`src/shared/host_link_pkg.sv`:
```
// Constants for the host-side wake/ready SPI handshake controller.
// Assumes a 50 MHz system clock; all timing counts derive from it.
package host_link_pkg;
   localparam int SYS_CLK_HZ = 50_000_000;
   // SPI link clock: typical and maximum rate
   localparam int SPI_TYP_HZ = 32_768;
   localparam int SPI_MAX_HZ = 1_625_000;
   // Least divider that keeps the serial clock at or under the maximum
   localparam int SPI_MIN_HALF = (SYS_CLK_HZ + 2 * SPI_MAX_HZ - 1) / (2 * SPI_MAX_HZ);
   // Default half period gives the typical rate
   localparam int SPI_TYP_HALF = SYS_CLK_HZ / (2 * SPI_TYP_HZ);
   // Least gap between raising and lowering the request line
   localparam int REARM_GAP_US = 3000;
   localparam int REARM_GAP_CYC = (REARM_GAP_US * (SYS_CLK_HZ / 1_000_000));
   // Time to wait for the ready answer before a retry
   localparam int READY_WAIT_US = 5000;
   localparam int READY_WAIT_CYC = (READY_WAIT_US * (SYS_CLK_HZ / 1_000_000));
   // Filler byte for clocking in device data
   localparam logic [7:0] FILL_BYTE = 8'hFF;
   localparam int WORD_BITS = 8;
   localparam logic [3:0] BIT_LAST = 4'h7;
   // UART host port fixed settings
   localparam int UART_BAUD = 57600;
   localparam int UART_DATA_BITS = 8;
   localparam int UART_STOP_BITS = 1;
endpackage

```
`src/design/host_link_ctrl.sv`:
```
// Host-side controller for the wake/ready handshake around an SPI slave.
// Assumes the device pins are asynchronous; the serial clock is made here.
//
// What the link requires of this block and of the device
// Idle: request, select high; surge input expected low, device request high.
// Request line driven low before any transfer starts.
// Device answers the request by pulling its request line low when ready.
// Chip select held low for the whole transfer.
// Request raised at transfer end; device then releases its request line.
// Filler bytes sent by this host are always FF.
// Device-initiated request answered by lowering request, then transferring.
// Device shifts a filler FF before its packet in its own transfers.
// Request raised after a full packet is received.
// Device keeps its request line low when another packet is queued.
// Device request still low after closing: request again and transfer.
// Device ignores requests while going to deep sleep after release.
// At least 3 ms between raising request and lowering it again.
// No ready answer: raise request, then lower it again to retry.
// Surge indicator high during radio activity or calibration.
// Surge indicator high on timer wake from deep sleep.
// Surge indicator stays low on host wake or power-down recovery.
// Surge indicator leads the current rise by slots or about 1 ms.
// Surge indicator falls when radio work ends or deep sleep begins.
// SPI mode 3, 8-bit words, active-low select.
// Serial clock typically 32.768 kHz and never above 1.625 MHz.
// UART host port: 57600 baud, 8 data bits, no parity, one stop.
// Asynchronous device lines are synchronised before use.
`timescale 1ns/100ps
`default_nettype none
module host_link_ctrl
   import host_link_pkg::*;
#(
   parameter int HALF_DIV = SPI_TYP_HALF,
   parameter int REARM_CYC = REARM_GAP_CYC,
   parameter int WAIT_CYC = READY_WAIT_CYC
)
(
   // Clock and reset
   input wire logic sys_clk,
   input wire logic rst_b,
   // User command side
   input wire logic xfer_start,
   input wire logic [7:0] tx_byte,
   input wire logic tx_valid,
   input wire logic xfer_last,
   output logic tx_ready,
   output logic [7:0] rx_byte,
   output logic rx_valid,
   output logic busy,
   output logic device_pending,
   output logic surge_active,
   // Device pins
   output logic host_wake_n,
   input wire logic device_req_n,
   input wire logic current_surge_indicator,
   output logic spi_select_n,
   output logic spi_clk,
   output logic spi_mosi,
   input wire logic spi_miso
);
   //----------------------------------------
   // Elaboration checks
   //----------------------------------------
   initial
   begin
      // Either host port moves whole bytes of the same width
      if (HALF_DIV < SPI_MIN_HALF || HALF_DIV > 65535 || REARM_CYC < 1 || WAIT_CYC < 1
         || UART_DATA_BITS != WORD_BITS)
      begin
         $error("host_link_ctrl: bad parameter");
      end
   end

   //----------------------------------------
   // Input synchronisers
   //----------------------------------------
   logic [1:0] irq_s_r, surge_s_r, miso_s_r;
   // Two flops per asynchronous input
   always_ff @(posedge sys_clk)
   begin
      if (!rst_b)
      begin
         irq_s_r <= 2'h3;
         surge_s_r <= 2'h0;
         miso_s_r <= 2'h3;
      end
      else
      begin
         irq_s_r <= {irq_s_r[0], device_req_n};
         surge_s_r <= {surge_s_r[0], current_surge_indicator};
         miso_s_r <= {miso_s_r[0], spi_miso};
      end
   end
   wire logic dev_ready = !irq_s_r[1];

   //----------------------------------------
   // Handshake and shifter
   //----------------------------------------
   typedef enum logic [2:0] {S_IDLE, S_WAKE, S_SEL, S_SHIFT, S_DESEL, S_GAP} state_t;
   state_t st_r, st_nxt;
   logic wake_r, wake_nxt, sel_r, sel_nxt, sck_r, sck_nxt, mosi_r, mosi_nxt;
   logic [15:0] div_r, div_nxt;
   logic [31:0] tmr_r, tmr_nxt;
   logic [2:0] bit_r, bit_nxt;
   logic [7:0] sh_r, sh_nxt, rx_r, rx_nxt;
   logic rxv_r, rxv_nxt, txr_r, txr_nxt, last_r, last_nxt, retry_r, retry_nxt;

   // Next-state logic
   always_comb
   begin
      st_nxt = st_r;
      wake_nxt = wake_r;
      sel_nxt = sel_r;
      sck_nxt = sck_r;
      mosi_nxt = mosi_r;
      div_nxt = div_r;
      tmr_nxt = tmr_r;
      bit_nxt = bit_r;
      sh_nxt = sh_r;
      rx_nxt = rx_r;
      rxv_nxt = 1'b0;
      txr_nxt = 1'b0;
      last_nxt = last_r;
      retry_nxt = 1'b0;
      unique case (st_r)
         S_IDLE:
         begin
            // Start on a user command or on a device request
            if (xfer_start || dev_ready)
            begin
               wake_nxt = 1'b0;
               tmr_nxt = 32'h0;
               st_nxt = S_WAKE;
            end
         end
         S_WAKE:
         begin
            tmr_nxt = tmr_r + 32'h1;
            if (dev_ready)
            begin
               sel_nxt = 1'b0;
               div_nxt = 16'h0;
               st_nxt = S_SEL;
            end
            else if (tmr_r >= 32'(WAIT_CYC))
            begin
               wake_nxt = 1'b1;
               retry_nxt = 1'b1;
               tmr_nxt = 32'h0;
               st_nxt = S_GAP;
            end
         end
         S_SEL:
         begin
            // Wait out the select setup, then load once: one tx_ready pulse per word taken from tx_byte
            div_nxt = div_r + 16'h1;
            if (div_r >= 16'(HALF_DIV - 1))
            begin
               sh_nxt = tx_valid ? tx_byte : FILL_BYTE;
               last_nxt = !tx_valid || xfer_last;
               txr_nxt = tx_valid;
               bit_nxt = 3'h0;
               div_nxt = 16'h0;
               mosi_nxt = tx_valid ? tx_byte[7] : FILL_BYTE[7];
               st_nxt = S_SHIFT;
            end
         end
         S_SHIFT:
         begin
            // Mode 3: clock idles high, drive on fall, sample on rise
            div_nxt = div_r + 16'h1;
            if (div_r >= 16'(HALF_DIV - 1))
            begin
               div_nxt = 16'h0;
               sck_nxt = !sck_r;
               if (!sck_r)
               begin
                  sh_nxt = {sh_r[6:0], miso_s_r[1]};
                  if (bit_r == BIT_LAST[2:0])
                  begin
                     rx_nxt = {sh_r[6:0], miso_s_r[1]};
                     rxv_nxt = 1'b1;
                     st_nxt = S_DESEL;
                  end
                  else
                  begin
                     bit_nxt = bit_r + 3'h1;
                  end
               end
               else
               begin
                  mosi_nxt = sh_r[7];
               end
            end
         end
         S_DESEL:
         begin
            div_nxt = div_r + 16'h1;
            if (div_r >= 16'(HALF_DIV - 1))
            begin
               div_nxt = 16'h0;
               if (last_r)
               begin
                  sel_nxt = 1'b1;
                  wake_nxt = 1'b1;
                  tmr_nxt = 32'h0;
                  st_nxt = S_GAP;
               end
               else
               begin
                  st_nxt = S_SEL;
               end
            end
         end
         S_GAP:
         begin
            // Hold request high for the re-arm gap
            tmr_nxt = tmr_r + 32'h1;
            if (tmr_r >= 32'(REARM_CYC - 1))
            begin
               st_nxt = S_IDLE;
            end
         end
      endcase
   end

   // State registers
   always_ff @(posedge sys_clk)
   begin
      if (!rst_b)
      begin
         st_r <= S_IDLE;
         wake_r <= 1'b1;
         sel_r <= 1'b1;
         sck_r <= 1'b1;
         mosi_r <= 1'b1;
         div_r <= 16'h0;
         tmr_r <= 32'h0;
         bit_r <= 3'h0;
         sh_r <= 8'hFF;
         rx_r <= 8'h00;
         rxv_r <= 1'b0;
         txr_r <= 1'b0;
         last_r <= 1'b0;
         retry_r <= 1'b0;
      end
      else
      begin
         st_r <= st_nxt;
         wake_r <= wake_nxt;
         sel_r <= sel_nxt;
         sck_r <= sck_nxt;
         mosi_r <= mosi_nxt;
         div_r <= div_nxt;
         tmr_r <= tmr_nxt;
         bit_r <= bit_nxt;
         sh_r <= sh_nxt;
         rx_r <= rx_nxt;
         rxv_r <= rxv_nxt;
         txr_r <= txr_nxt;
         last_r <= last_nxt;
         retry_r <= retry_nxt;
      end
   end

   //----------------------------------------
   // Status outputs
   //----------------------------------------
   logic busy_r, pend_r;
   always_ff @(posedge sys_clk)
   begin
      if (!rst_b)
      begin
         busy_r <= 1'b0;
         pend_r <= 1'b0;
      end
      else
      begin
         busy_r <= (st_nxt != S_IDLE);
         pend_r <= dev_ready;
      end
   end

   assign host_wake_n = wake_r;
   assign spi_select_n = sel_r;
   assign spi_clk = sck_r;
   assign spi_mosi = mosi_r;
   assign rx_byte = rx_r;
   assign rx_valid = rxv_r;
   assign tx_ready = txr_r;
   assign busy = busy_r;
   assign device_pending = pend_r;
   assign surge_active = surge_s_r[1];

   //----------------------------------------
   // Checks
   //----------------------------------------
   logic [31:0] gap_cnt_r;
   always_ff @(posedge sys_clk)
   begin
      if (!rst_b)
      begin
         gap_cnt_r <= 32'hFFFF_FFFF;
      end
      else if (!wake_r && wake_nxt)
      begin
         gap_cnt_r <= 32'h0;
      end
      else if (gap_cnt_r != 32'hFFFF_FFFF)
      begin
         gap_cnt_r <= gap_cnt_r + 32'h1;
      end
   end

   chk_wake_before_sel: assert property (@(posedge sys_clk) disable iff (!rst_b)
      $fell(sel_r) |-> !wake_r) else $error("select fell without request");
   chk_sel_needs_ready: assert property (@(posedge sys_clk) disable iff (!rst_b)
      $fell(sel_r) |-> $past(dev_ready)) else $error("select before ready");
   chk_sel_during_clk: assert property (@(posedge sys_clk) disable iff (!rst_b)
      $changed(sck_r) |-> !sel_r) else $error("clock moved while deselected");
   chk_idle_clk_high: assert property (@(posedge sys_clk) disable iff (!rst_b)
      sel_r |-> sck_r) else $error("clock not idle high");
   chk_rearm_gap: assert property (@(posedge sys_clk) disable iff (!rst_b)
      $fell(wake_r) |-> gap_cnt_r >= 32'(REARM_CYC) - 32'h1) else $error("gap short");
   chk_release_on_end: assert property (@(posedge sys_clk) disable iff (!rst_b)
      $rose(sel_r) |-> wake_r) else $error("request held after end");
   chk_retry_raise: assert property (@(posedge sys_clk) disable iff (!rst_b)
      retry_r |-> wake_r && sel_r) else $error("retry without release");
   chk_clk_rate: assert property (@(posedge sys_clk) disable iff (!rst_b)
      $changed(sck_r) |=> !$changed(sck_r)) else $error("clock too fast");
   cov_host_xfer: cover property (@(posedge sys_clk) disable iff (!rst_b) rxv_r && last_r);
   cov_retry: cover property (@(posedge sys_clk) disable iff (!rst_b) retry_r);
   cov_dev_req: cover property (@(posedge sys_clk) disable iff (!rst_b)
      st_r == S_IDLE && dev_ready && !xfer_start);
endmodule
`default_nettype wire

```
`config.mk`:
```
export PLATFORM = sky130hd
export DESIGN_NAME = host_link_ctrl
export DESIGN_NICKNAME = d
export VERILOG_FILES = /design/src/shared/host_link_pkg.sv /design/src/design/host_link_ctrl.sv
export SDC_FILE = /design/constraint.sdc
export NUM_CORES = 1
export LEC_CHECK = 0
export BUFFER_PORTS_ARGS = -buffer_cell sky130_fd_sc_hd__buf_2
export CORE_ASPECT_RATIO = 1.25
export CORE_MARGIN = 2
export CORE_UTILIZATION = 60
export CTS_CLUSTER_DIAMETER = 40
export DETAILED_ROUTE_END_ITERATION = 16
export PLACE_DENSITY = 0.79
export SLEW_MARGIN = 20
export SYNTH_ARGS = -nofsm -noshare
export SYNTH_HDL_FRONTEND = slang
export SYNTH_SLANG_ARGS = --single-unit
```
`constraint.sdc`:
```
create_clock -name sys_clk -period 2.48 [get_ports sys_clk]
set_input_delay 0.372 -clock sys_clk [delete_from_list [all_inputs] [get_ports sys_clk]]
set_output_delay 0.372 -clock sys_clk [all_outputs]
set_load 0.02 [all_outputs]
```
==> metrics.csv <==
stage;metric;value;unit
timing;tightest_slew;0.6018;ns
clock_tree;clock-sinks;85;
cells_and_area;final_cell_mix;dfxtp_1 (85), nor2_1 (75), nand2_1 (51);
power_and_ir_drop;power_density;746.8;nW/um^2
global_routing;grt_pass1_vias;3574;
cells_and_area;fillers;575;
placed_design;hpwlAfterDp;6.379;mm
drt;antenna_left;0;
power_and_ir_drop;peakVddDrop;0.5459;mV
global_routing;grt_pass1_wl;15.54;mm
clock_tree;cts_hold_buf;0;
setup_path;worst_setup_path_end_kind;flop;
cells_and_area;layout_commonest_cell;dfxtp_1;
logic_synthesis;avgSynthCellArea;8.507;um^2
min_path;hold_depth;2;
die;die_h;97.38;um
power_and_ir_drop;total_power;0.003454;W
drt;drcViolationCount;0;
timing;setup_tns;0;ns
timing;timing.max_slew.rel_slack;59.64;%
timing;rsz0062_at_grt;no;
setup_path;arrival;2.52;ns
clock_tree;insertion_delay;0.36;ns
timing;finalSetupViolations;0;
timing;hold_violations;0;
global_routing;overflow;0;
logic_synthesis;synthDistinctLibCells;59;
logic_synthesis;synthArstFlopShare;0;%
global_routing;grt_start_max_net_pins;34;
placed_design;gp_congestion;0.8589;
die;die-area;7663;um^2
setup_path;r2r_start;div_r[1];
clock_tree;root_buffer;clkbuf_8;
cells_and_area;final_layout_size_suffix_gt1_share;14.83;%
run;cap_violations;0;
setup_path;path_class;reg2reg;
cells_and_area;syn_to_final_growth;10.49;%
drt;wl_per_cell;14.63;um
drt;vias_per_cell;5.763;
logic_synthesis;netlist.area_leader.share;40.66;%
drt;via_count;3550;
logic_synthesis;syn_nets;517;
clock_tree;cts_tree;built;
min_path;hold_class;in2reg;
logic_synthesis;synth_top_area_cell;dfxtp_1;
timing;slew_viol_final;0;
timing;min_period_over_period;92.24;%
drt;dr.pass1.iters;5;
setup_path;rrSetupSlack;0.19;ns
logic_synthesis;synthCells;492;
setup_path;cp_max_fo;10;
die;initial_core_util;61.11;%
drt;wl;9.015;mm
run_status;status;complete, no violations;
die;rows;34;
setup_path;worst_setup_path_start_kind;flop;
logic_synthesis;ys_seq_area_share;40.66;%
die;die_w;78.70;um
logic_synthesis;ys_seq_elements;85;
logic_synthesis;synthFlopType;dfxtp_1;
timing;period_minus_slack;2.288;ns
setup_path;worstPathRequired;2.72;ns
die;io_pins;33;
power_and_ir_drop;p_leak;1.696;nW
min_path;hold_start;device_req_n;
setup_path;regToRegEndpoint;busy;
global_routing;track_usage;24.76;%
clock_tree;path_clk_slew;0.09;ns
clock_tree;clock_path_buffers;2;
setup_path;timing.reg2reg.worst_path_depth;9;
clock_tree;cts_buffers;9;
global_routing;antenna_found_initial;0;
die;core-area;6849;um^2
logic_synthesis;ys.warnings.count;0;
drt;initialDrtViolationCount;193;
logic_synthesis;ys_top_cells_by_area;dfxtp_1 (41%), xnor2_1 (7.1%), nor2_1 (6.7%);
min_path;holdPathEnd;irq_s_r[0];
logic_synthesis;netlist_area;4185;um^2
cells_and_area;nets;546;
clock_tree;h-tree-depth;3;
timing;fin_skew;0.01154;ns
placed_design;io_buffer_count;32;
timing;fmaxAchievable;437.1;MHz
cells_and_area;antenna_cells;0;
logic_synthesis;synth_edf_count;0;
==> per-stage QoR <==
step / hold WS [ns] / utilization (%) / cells / area, um^2 / worst slack, ns
6_report: 0.1931 / 67.52 / 616 / 4624 / 0.1924
5_1_grt: 0.1882 / 67.52 / 616 / 4624 / 0.05857
3_3_place_gp: 0.3993 / 64.58 / 600 / 4423 / 0.2993
3_5_place_dp: 0.4026 / 64.58 / 600 / 4423 / 0.2120
4_1_cts: 0.1805 / 67.46 / 616 / 4621 / 0.1864
2_1_floorplan: 0.3863 / - / 492 / 4185 / 0.4161
==> cells in the mapped netlist (9+ instances only) <==
library cell / n
dfxtp_1: 85
inv_1: 17
xnor2_1: 34
buf_2: 12
ha_1: 9
nand3_1: 12
nor2_1: 75
nand4_1: 13
nand2_1: 51
o211ai_1: 10
mux2i_1: 10
o21ai_0: 16
nor3_1: 18
a21oi_1: 13
nor4_1: 16
==> flip-flops by register name (all words and copies together) (netlist names) <==
name	count
sh_r	8
tx_ready	1
st_r	3
spi_mosi	1
device_pending	1
spi_clk	1
host_wake_n	1
bit_r	3
irq_s_r	2
tmr_r	32
miso_s_r	2
surge_s_r	2
div_r	16
rx_valid	1
last_r	1
rx_byte	8
busy	1
spi_select_n	1
==> worst max-delay path by stage <==
stage	depth (start not counted)	slack, ns	end	from
after detailed placement	9	0.21	busy	div_r[1]
after global routing	9	0.06	busy	div_r[1]
final	9	0.19	busy	div_r[1]
after floorplan	10	0.42	busy	div_r[1]
after global placement	7	0.30	busy	st_r[2]
after CTS	9	0.19	busy	div_r[1]
==> critical path, cell delays in order, from the launching register on <==
cell,delay (ns)
dfxtp_1,0.42
inv_1,0.09
ha_1,0.20
nor3b_2,0.25
nor4_4,0.06
or2_1,0.23
buf_4,0.18
nand4_4,0.22
a41oi_2,0.15
or3_1,0.38
==> cell families after synthesis <==
kind of cell	share of synthesized area, %
adder cells (fa/ha/maj)	2.691
buffers and inverters	5.261
AO/OA/AOI/OAI	11.54
XOR/XNOR	7.952
multiplexers	2.392
AND/OR/NAND/NOR	29.51
flip-flops	40.66
==> what timing repair did <==
action | in CTS | in global routing
resized for setup | 0 | 1
setup buffers | 0 | 0
endpoints found under the setup margin | 0 | 1
==> cell type report <==
class	count	area [um^2]	share of cell area (%)
Tap cell	90	112.6	2.435
Multi-Input combinational cell	363	2282	49.35
Inverter	18	67.56	1.461
Sequential cell	85	1702	36.80
Clock inverter	6	70.07	1.515
Clock buffer	10	127.6	2.760
Timing Repair Buffer	44	262.8	5.682
==> power by group <==
| group | switching (W) | internal, W | total [W] | leakage (nW) |
|---|---|---|---|---|
| combinational | 0.000635 | 0.000330 | 0.000965 | 0.918 |
| sequential | 0.0000714 | 0.00142 | 0.00149 | 0.688 |
| clock | 0.000525 | 0.000473 | 0.000998 | 0.0895 |
| total | 0.00123 | 0.00222 | 0.00345 | 1.70 |
==> routing by layer <==
layer	share of wire [%]	routed length, um	GRT usage [%]
met1	42	3830	28.14
met2	52	4701	44.58
met3	4.0	357	5.297
met4	1.4	125	9.312
met5	0	0	0
(Power assumes the default switching activity.)
